File: config.mk
export PLATFORM = sky130hd
export DESIGN_NAME = eewg_guard
export DESIGN_NICKNAME = d
export VERILOG_FILES = /design/src/eewg_pkg.sv /design/src/eewg_sync.sv /design/src/eewg_array.sv /design/src/eewg_guard.sv
export SDC_FILE = /design/constraint.sdc
export NUM_CORES = 1
export LEC_CHECK = 0
export BUFFER_PORTS_ARGS = -buffer_cell sky130_fd_sc_hd__buf_2
export CELL_PAD_IN_SITES_DETAIL_PLACEMENT = 1
export CELL_PAD_IN_SITES_GLOBAL_PLACEMENT = 2
export CORE_UTILIZATION = 45
export CTS_CLUSTER_DIAMETER = 150
export DETAILED_ROUTE_END_ITERATION = 10
export PLACE_DENSITY_LB_ADDON = 0.3
export SYNTH_ARGS = -nofsm -noshare
export SYNTH_HDL_FRONTEND = slang
export SYNTH_SLANG_ARGS = --single-unit
File: constraint.sdc
create_clock -name clock -period 3.95 [get_ports clock]
set_clock_uncertainty 0.1 [all_clocks]
set_input_delay 0.79 -clock clock [delete_from_list [all_inputs] [get_ports clock]]
set_output_delay 0.79 -clock clock [all_outputs]
set_load 0.02 [all_outputs]
File: src/eewg_pkg.sv
// shared constants for the write guard and bulk operation logic
package eewg_pkg;

   // system clock rate
   localparam int CLK_HZ = 20_000_000;

   // self-timed program/erase pulse, in milliseconds
   localparam int PROG_PULSE_MS = 5;
   // longest time, so the integer division rounds down
   localparam int PROG_PULSE_CYC = PROG_PULSE_MS * (CLK_HZ / 1000);

   // default array geometry, word organization
   localparam int ADDR_BITS = 6;
   localparam int DATA_BITS = 16;

   // opcode field, two bits after the start bit
   localparam int OPC_BITS = 2;
   localparam logic [1:0] OPC_SPECIAL = 2'h0;
   localparam logic [1:0] OPC_WRITE = 2'h1;
   localparam logic [1:0] OPC_READ = 2'h2;
   localparam logic [1:0] OPC_ERASE = 2'h3;

   // sub-code held in the two top address bits of a special opcode
   localparam logic [1:0] AUX_LOCK = 2'h0;
   localparam logic [1:0] AUX_FILL = 2'h1;
   localparam logic [1:0] AUX_CLEAR = 2'h2;
   localparam logic [1:0] AUX_UNLOCK = 2'h3;

   // reset values
   localparam logic UNLOCK_RST = 1'b0;
   localparam logic BUSY_RST = 1'b0;

   // serial decode phases
   typedef enum logic [2:0] {
      EEWG_IDLE,
      EEWG_OPCODE,
      EEWG_ADDRESS,
      EEWG_DATA,
      EEWG_READOUT,
      EEWG_DONE
   } eewg_phase_t;

   // bulk operation armed for the next chip select fall
   typedef enum logic [1:0] {
      EEWG_BULK_NONE,
      EEWG_BULK_CLEAR,
      EEWG_BULK_FILL
   } eewg_bulk_t;

endpackage

File: src/eewg_sync.sv
`timescale 1ns/100ps
// two-stage synchronizer for asynchronous pins
module eewg_sync #(
   parameter int WIDTH = 1
) (
   input wire logic clock,
   input wire logic rst_n,
   input wire logic [WIDTH-1:0] async_in,
   output logic [WIDTH-1:0] sync_out
);

   logic [WIDTH-1:0] stage1_reg;
   logic [WIDTH-1:0] stage2_reg;

   // first stage feeds only the second stage
   always_ff @(posedge clock or negedge rst_n) begin
      if (!rst_n) begin
         stage1_reg <= '0;
         stage2_reg <= '0;
      end else begin
         stage1_reg <= async_in;
         stage2_reg <= stage1_reg;
      end
   end

   assign sync_out = stage2_reg;

endmodule

File: src/eewg_array.sv
`timescale 1ns/100ps
// flip-flop storage array with one read port and a whole-array fill
module eewg_array
   import eewg_pkg::*;
#(
   parameter int ADDR_W = ADDR_BITS,
   parameter int DATA_W = DATA_BITS
) (
   input wire logic clock,
   input wire logic rst_n,
   input wire logic [ADDR_W-1:0] rd_addr,
   output logic [DATA_W-1:0] rd_data,
   input wire logic fill_en,
   input wire logic [DATA_W-1:0] fill_value
);

   localparam int WORDS = 1 << ADDR_W;

   logic [DATA_W-1:0] mem_reg [WORDS];
   logic [DATA_W-1:0] mem_next [WORDS];

   // every word takes the fill value at once, no prior clear needed
   always_comb begin
      for (int i = 0; i < WORDS; i++) begin
         mem_next[i] = fill_en ? fill_value : mem_reg[i];
      end
   end

   // power-up leaves the array in the cleared (all ones) state
   always_ff @(posedge clock or negedge rst_n) begin
      if (!rst_n) begin
         for (int i = 0; i < WORDS; i++) begin
            mem_reg[i] <= '1;
         end
      end else begin
         for (int i = 0; i < WORDS; i++) begin
            mem_reg[i] <= mem_next[i];
         end
      end
   end

   // read path is independent of the lock state
   assign rd_data = mem_reg[rd_addr];

endmodule

File: src/eewg_guard.sv
// Function
// write-enable latch starts cleared after power-up reset.
// programming or clearing needs a prior accepted unlock instruction.
// latch stays set until reset or a lock instruction arrives.
// while locked, write, fill, erase and clear instructions do nothing.
// reads return stored data regardless of the latch.
// host keeps chip select low a minimum time after bulk instructions.
// chip select fall after accepted clear-all starts a timed whole-array clear.
// timed cycle completes with no further serial clock pulses.
// after clear-all every array bit reads as one.
// chip select fall after accepted fill-all starts timed whole-array write.
// fill-all stores data everywhere without a prior clear.
// while selected during a cycle, data out shows ready/busy.
// ready/busy is low while busy, high when ready.
// serial data in is sampled on serial clock rising edges.
// instruction is start bit, opcode, address, then data for writes.
// bulk and write instructions need the program-allow pin high; lock/unlock ignore it.
// shifter resets while deselected; decode after full opcode and address.
// refused bulk instruction starts no cycle; ready stays high.
`timescale 1ns/100ps
module eewg_guard
   import eewg_pkg::*;
#(
   parameter int ADDR_W = ADDR_BITS,
   parameter int DATA_W = DATA_BITS,
   parameter int PROG_CYCLES = PROG_PULSE_CYC,
   parameter bit HAS_PROGRAM_ALLOW = 1'b1
) (
   input wire logic clock,
   input wire logic rst_n,
   input wire logic chip_select,
   input wire logic serial_clock_input,
   input wire logic serial_data_input,
   input wire logic program_allow_pin,
   output logic serial_data_output,
   output logic serial_data_output_en,
   output logic program_unlocked,
   output logic cycle_busy
);

   // shift counter covers the longer of the address and data fields
   localparam int CNT_MAX = (ADDR_W > DATA_W) ? ADDR_W : DATA_W;
   localparam int CNT_W = $clog2(CNT_MAX + 1);
   localparam int BUSY_W = $clog2(PROG_CYCLES + 1);

   // pin synchronization
   // data in and serial clock share the same two-flop lag, so bits stay
   // lined up with the clock edge that samples them
   logic [3:0] pins_sync;
   logic cs_s;
   logic sk_s;
   logic di_s;
   logic pa_s;

   eewg_sync #(
      .WIDTH(4)
   ) u_sync (
      .clock(clock),
      .rst_n(rst_n),
      .async_in({program_allow_pin, serial_data_input, serial_clock_input, chip_select}),
      .sync_out(pins_sync)
   );

   assign cs_s = pins_sync[0];
   assign sk_s = pins_sync[1];
   assign di_s = pins_sync[2];
   assign pa_s = pins_sync[3];

   // state
   eewg_phase_t phase_reg;
   eewg_phase_t phase_next;
   eewg_bulk_t pending_reg;
   eewg_bulk_t pending_next;
   logic [CNT_W-1:0] count_reg;
   logic [CNT_W-1:0] count_next;
   logic [1:0] opcode_reg;
   logic [1:0] opcode_next;
   logic [ADDR_W-1:0] addr_reg;
   logic [ADDR_W-1:0] addr_next;
   logic [DATA_W-1:0] data_reg;
   logic [DATA_W-1:0] data_next;
   logic [DATA_W-1:0] fill_value_reg;
   logic [DATA_W-1:0] fill_value_next;
   logic unlock_reg;
   logic unlock_next;
   logic busy_reg;
   logic busy_next;
   logic [BUSY_W-1:0] busy_cnt_reg;
   logic [BUSY_W-1:0] busy_cnt_next;
   logic status_show_reg;
   logic status_show_next;
   logic do_reg;
   logic do_next;
   logic do_en_reg;
   logic do_en_next;
   logic sk_prev_reg;
   logic cs_prev_reg;

   logic sk_rise;
   logic cs_fall;
   logic fill_en;
   logic [DATA_W-1:0] rd_data;
   logic [ADDR_W-1:0] full_addr;

   // edges seen on the synchronized pins
   assign sk_rise = sk_s & ~sk_prev_reg;
   assign cs_fall = cs_prev_reg & ~cs_s;
   // array is written once the timer has run out
   assign fill_en = busy_reg & (busy_cnt_reg == '0);
   // address including the bit arriving on this clock edge
   assign full_addr = {addr_reg[ADDR_W-2:0], di_s};

   // bulk operations need the latch and, if fitted, the allow pin
   function automatic logic bulk_allowed(input logic unlocked, input logic allow);
      bulk_allowed = unlocked & (allow | ~HAS_PROGRAM_ALLOW);
   endfunction

   // read address includes the bit arriving on this edge, so the word is
   // fetched in time for the dummy bit that precedes it
   eewg_array #(
      .ADDR_W(ADDR_W),
      .DATA_W(DATA_W)
   ) u_array (
      .clock(clock),
      .rst_n(rst_n),
      .rd_addr(full_addr),
      .rd_data(rd_data),
      .fill_en(fill_en),
      .fill_value(fill_value_reg)
   );

   // serial instruction decode and timed cycle control
   always_comb begin
      phase_next = phase_reg;
      pending_next = pending_reg;
      count_next = count_reg;
      opcode_next = opcode_reg;
      addr_next = addr_reg;
      data_next = data_reg;
      fill_value_next = fill_value_reg;
      unlock_next = unlock_reg;
      busy_next = busy_reg;
      busy_cnt_next = busy_cnt_reg;
      status_show_next = status_show_reg;
      do_next = do_reg;

      // timer runs on the system clock only, serial clock not needed
      // the array takes its new contents on the last busy clock, so a poll
      // that already sees ready finds them in place
      if (busy_reg) begin
         if (busy_cnt_reg == '0) begin
            busy_next = 1'b0;
         end else begin
            busy_cnt_next = busy_cnt_reg - 1'b1;
         end
      end

      if (!cs_s) begin
         // deselect clears the shifter so a broken frame cannot decode
         phase_next = EEWG_IDLE;
         count_next = '0;
         pending_next = EEWG_BULK_NONE;
         // an armed bulk operation fires only on the fall that ends its frame
         if (cs_fall && pending_reg != EEWG_BULK_NONE && !busy_reg) begin
            busy_next = 1'b1;
            busy_cnt_next = BUSY_W'(PROG_CYCLES - 1);
            status_show_next = 1'b1;
            if (pending_reg == EEWG_BULK_FILL) begin
               fill_value_next = data_reg;
            end else begin
               fill_value_next = '1;
            end
         end
      end else if (sk_rise) begin
         unique case (phase_reg)
            EEWG_IDLE: begin
               // a start bit while busy is ignored, status stays up
               if (di_s && !busy_reg) begin
                  phase_next = EEWG_OPCODE;
                  count_next = CNT_W'(OPC_BITS);
                  status_show_next = 1'b0;
               end
            end
            EEWG_OPCODE: begin
               opcode_next = {opcode_reg[0], di_s};
               count_next = count_reg - 1'b1;
               if (count_reg == CNT_W'(1)) begin
                  phase_next = EEWG_ADDRESS;
                  count_next = CNT_W'(ADDR_W);
               end
            end
            EEWG_ADDRESS: begin
               addr_next = full_addr;
               count_next = count_reg - 1'b1;
               if (count_reg == CNT_W'(1)) begin
                  // decode only after the full address is in
                  phase_next = EEWG_DONE;
                  unique case (opcode_reg)
                     OPC_READ: begin
                        phase_next = EEWG_READOUT;
                        data_next = rd_data;
                        count_next = CNT_W'(DATA_W);
                        do_next = 1'b0;
                     end
                     OPC_SPECIAL: begin
                        unique case (full_addr[ADDR_W-1 -: 2])
                           AUX_UNLOCK: unlock_next = 1'b1;
                           AUX_LOCK: unlock_next = 1'b0;
                           AUX_FILL: begin
                              phase_next = EEWG_DATA;
                              count_next = CNT_W'(DATA_W);
                           end
                           AUX_CLEAR: begin
                              if (bulk_allowed(unlock_reg, pa_s)) begin
                                 pending_next = EEWG_BULK_CLEAR;
                              end
                           end
                        endcase
                     end
                     // single-word programming is not built; dropped like a locked one
                     OPC_WRITE, OPC_ERASE: phase_next = EEWG_DONE;
                  endcase
               end
            end
            EEWG_DATA: begin
               // fill data enters msb first; arming waits for the last bit
               data_next = {data_reg[DATA_W-2:0], di_s};
               count_next = count_reg - 1'b1;
               if (count_reg == CNT_W'(1)) begin
                  phase_next = EEWG_DONE;
                  if (bulk_allowed(unlock_reg, pa_s)) begin
                     pending_next = EEWG_BULK_FILL;
                  end
               end
            end
            EEWG_READOUT: begin
               // one word per frame, no address roll-over
               if (count_reg == '0) begin
                  phase_next = EEWG_DONE;
               end else begin
                  do_next = data_reg[DATA_W-1];
                  data_next = {data_reg[DATA_W-2:0], 1'b0};
                  count_next = count_reg - 1'b1;
               end
            end
            EEWG_DONE: begin
               // extra clocks after a complete instruction are ignored
               phase_next = EEWG_DONE;
            end
         endcase
      end

      // status pin value follows the timer when not reading out
      if (phase_next != EEWG_READOUT) begin
         do_next = ~busy_next;
      end
      do_en_next = cs_s & (status_show_next | (phase_next == EEWG_READOUT));
   end

   // register update
   // limitation: rst_n stands in for power-up, so the latch does not survive it
   always_ff @(posedge clock or negedge rst_n) begin
      if (!rst_n) begin
         phase_reg <= EEWG_IDLE;
         pending_reg <= EEWG_BULK_NONE;
         count_reg <= '0;
         opcode_reg <= '0;
         addr_reg <= '0;
         data_reg <= '0;
         fill_value_reg <= '1;
         unlock_reg <= UNLOCK_RST;
         busy_reg <= BUSY_RST;
         busy_cnt_reg <= '0;
         status_show_reg <= 1'b0;
         do_reg <= 1'b1;
         do_en_reg <= 1'b0;
         sk_prev_reg <= 1'b0;
         cs_prev_reg <= 1'b0;
      end else begin
         phase_reg <= phase_next;
         pending_reg <= pending_next;
         count_reg <= count_next;
         opcode_reg <= opcode_next;
         addr_reg <= addr_next;
         data_reg <= data_next;
         fill_value_reg <= fill_value_next;
         unlock_reg <= unlock_next;
         busy_reg <= busy_next;
         busy_cnt_reg <= busy_cnt_next;
         status_show_reg <= status_show_next;
         do_reg <= do_next;
         do_en_reg <= do_en_next;
         sk_prev_reg <= sk_s;
         cs_prev_reg <= cs_s;
      end
   end

   // outputs straight from flops, so no decode glitch reaches the pins
   assign serial_data_output = do_reg;
   assign serial_data_output_en = do_en_reg;
   assign program_unlocked = unlock_reg;
   assign cycle_busy = busy_reg;

endmodule

==> metrics.csv <==
stage,metric,value,unit
clock_network,clock-pin slew on the worst setup and hold paths,0.09,ns
hold_path,hold path start,u_sync.stage1_reg[3],
sta,Setup Viol. Count Final,0,
final_layout,area taken by multi-input logic gates,1946,µm²
hold_path,HP Class,reg2reg,
synth,post-synthesis area per instance,10.50,µm²
clock_network,postcts setup bufs,0,
final_layout,layout cell share with drive strength beyond 1,17.23,%
critical_path,CP startpoint kind,flop,
final_layout,Final Util,50.35,%
placement,Port Buffer Count,9,
critical_path,Setup CP Type,reg2reg,
pwr,Clk network pwr share,40.4,%
synth,Synth Instances,434,
floorplan,row cnt,36,
clock_network,Post-CTS Resized,0,
floorplan,die width,102.6,µm
clock_network,# hold bufs at CTS,0,
critical_path,Worst EP arrival,2.97,ns
sta,relative slew slack,38.99,%
floorplan,IO Pins,10,
clock_network,Sink Count,97,
global_route,number of global-route vias before repair,3338,
clock_network,cts bufs inserted,9,
pwr,sequential cell fraction of total power,56.0,%
pwr,Net Switching,0.0004028,W
synth,post-synthesis instance area,4556,µm²
clock_network,Clock Latency Late Sink,0.37,ns
synth,sequential-to-total area share from yosys stat,54.19,%
pwr,Pwr Total,0.001823,W
hold_path,Hold Path Cell Cnt,0,
final_layout,Layout Nets,449,
floorplan,core area,9774,µm²
clock_network,Root Buffer,clkbuf_8,
detailed_routing,Initial DRC Count,107,
sta,Fin. Hold Viols,0,
critical_path,CP Max Fanout,16,
pwr,sw frac,22.09,%
critical_path,R2R Path End,u_array.mem_reg[195],
critical_path,Reg2Reg Depth,8,
clock_network,CTS tree,done,
critical_path,worst path required time,4.14,ns
detailed_routing,drt pass-1 iters,4,
pwr,Gate power share,3.7,%
detailed_routing,final WL,9.319,mm
sta,Slew @ Worst Pin,0.9024,ns
detailed_routing,DR WL/cell,16.24,µm
pwr,maximum VDD drop,240.3,µV
placement,dpl cells,558,
synth,synthesis-stage register bit count,97,
clock_network,H-tree lvl count,3,
global_route,first-pass GRT wire length,16.33,mm
synth,"Top FF cell, synth",dfrtp_1,
critical_path,flop2flop setup slack,1.18,ns
final_layout,max FFs per register,17,
detailed_routing,via count,3153,
final_layout,fill cell count,1121,
run,max cap viols,0,
sta,crit path time final,2.775,ns
final_layout,Layout Cells excl Fill,574,
synth,post-synthesis cell type count,52,
pwr,internal power,0.001420,W
critical_path,CP endpoint kind,flop,
detailed_routing,post-DR vias/cell,5.493,
synth,ys async rst share,100.0,%
global_route,initial antenna violation count,0,
synth,Yosys warnings,0,
final_layout,Ant. Diodes,0,
sta,total negative setup slack,0,ns
placement,routability cong.,0.7364,
critical_path,r2r startpoint,busy_cnt_reg[0],
sta,fmax,360.4,MHz
pwr,PD cells,370.5,nW/µm²
hold_path,WHS Endpoint,u_sync.sync_out[3],
floorplan,Starting Density,46.61,%
floorplan,die area,10530,µm²
sta,final period utilization,70.25,%
clock_network,Max Root-Sink Buffers,2,
status,status,finished clean,
sta,final slew viol count,0,
synth,Synth top area share,35.16,%
floorplan,Die Ht,102.6,µm
final_layout,"Area growth, synth to finish",8.020,%
placement,Post-DP HPWL,6.218,mm
synth,Syn Nets,447,
global_route,Total GRT Usage,20.42,%
synth,Post-synth EDFFs,0,
global_route,remaining global-route overflow,0,
detailed_routing,"antenna viol nets, final",0,
global_route,pin count of the biggest net entering global routing,65,
final_layout,register area,2469,µm²
pwr,Leakage,2.247,nW
sta,RSZ-0062 raised after global routing,false,
synth,synth top area cells,"dfrtp_1, dfstp_2, nand2_1, mux2_1, mux2i_1",
detailed_routing,drt drc,0,
synth,"area leader, netlist",dfrtp_1,
## logic make-up after synthesis
family / share of synthesized area [%]
buffers and inverters: 3.103
muxes: 8.926
xor gates and xnor gates: 1.730
and+or+nand+nor: 15.96
AOI/OAI and AO/OA: 14.17
adders and majority gates: 1.922
DFF: 54.19
## cells in the mapped netlist (6+ instances only)
cell      count
nand3_1       7
nor2_1       34
mux2i_1      17
mux2_1       17
nand2_1      61
inv_1         9
xnor2_1       7
clkbuf_1     14
dfstp_2      33
nor3_1        6
nand2b_1      9
o21ai_0      28
ha_1          7
o31ai_1       6
a21oi_1      28
a31oi_1       8
dfrtp_1      64
## area by class of cell
| cell class | count | share of cell area [%] |
|---|---|---|
| clock buffer | 12 | 3.153 |
| clock inverter | 4 | 1.500 |
| inverter | 9 | 0.6865 |
| multi-input combinational | 306 | 39.54 |
| sequential | 97 | 50.17 |
| tap | 133 | 3.382 |
| timing repair buffer | 13 | 1.576 |
## power groups by stage
stage	logic (W)	registers [W]	clock network, W
after floorplan	0.0000404	0.00103	0
after global placement	0.0000676	0.00104	0
after detailed placement	0.0000692	0.00104	0
after CTS	0.0000695	0.00102	0.000766
after global routing	0.0000788	0.00102	0.000813
final	0.0000673	0.00102	0.000736
## metal layers
layer	global-route usage, %	share of wire (%)	routed length, µm	vias to the layer above
met4	6.264	0.75	70	0
met3	4.271	2.7	248	6
met2	32.77	47	4379	27
met1	27.84	50	4621	1600
li1	-	-	-	1520
met5	0	0	0	-
## placed cells by master, fill, tap and decap left out, types with 3 or more instances in the layout
cell type,count
a21o_1,3
a21oi_1,28
a31oi_1,8
buf_2,8
buf_4,5
clkbuf_8,11
dfrtp_1,64
dfstp_2,33
ha_1,7
inv_1,9
mux2_1,17
mux2_2,4
mux2i_1,17
nand2_1,61
nand2b_1,9
nand3_1,7
nand3b_1,3
nor2_1,34
nor2b_1,5
nor3_1,6
nor3b_1,3
nor4_1,5
o211a_1,3
o211ai_1,3
o21a_1,3
o21ai_0,28
o21ai_1,5
o31ai_1,6
or3_1,5
xnor2_1,7
## worst max path at each step
stage	from	to	slack, ns
4_1_cts	busy_cnt_reg[0]	u_array.mem_reg[202]	1.12
6_report	busy_cnt_reg[0]	u_array.mem_reg[195]	1.18
3_5_place_dp	busy_cnt_reg[0]	u_array.mem_reg[195]	1.14
2_1_floorplan	count_reg[1]	count_reg[4]	1.65
5_1_grt	busy_cnt_reg[0]	u_array.mem_reg[202]	0.90
3_3_place_gp	busy_cnt_reg[0]	u_array.mem_reg[199]	1.26
## worst max-delay path, stage by stage (launching register included)
cell       delay (ns)
dfrtp_1          0.44
inv_1            0.08
ha_1             0.17
nor3b_1          0.32
nand4bb_1        0.24
nor2_1           0.14
nand2_1          0.09
nor2_2           0.71
mux2_1           0.39
## per-stage QoR
step                instance area (µm²)  setup WS, ns  hold slack [ns]
finish                             4921         1.175           0.2553
global placement                   4692         1.262           0.2325
CTS                                4921         1.117           0.2580
global route                       4921        0.8978           0.2626
detailed placement                 4692         1.140           0.2356
floorplan                          4556         1.645           0.2312
No activity file was read; power rests on OpenSTA's default activity.
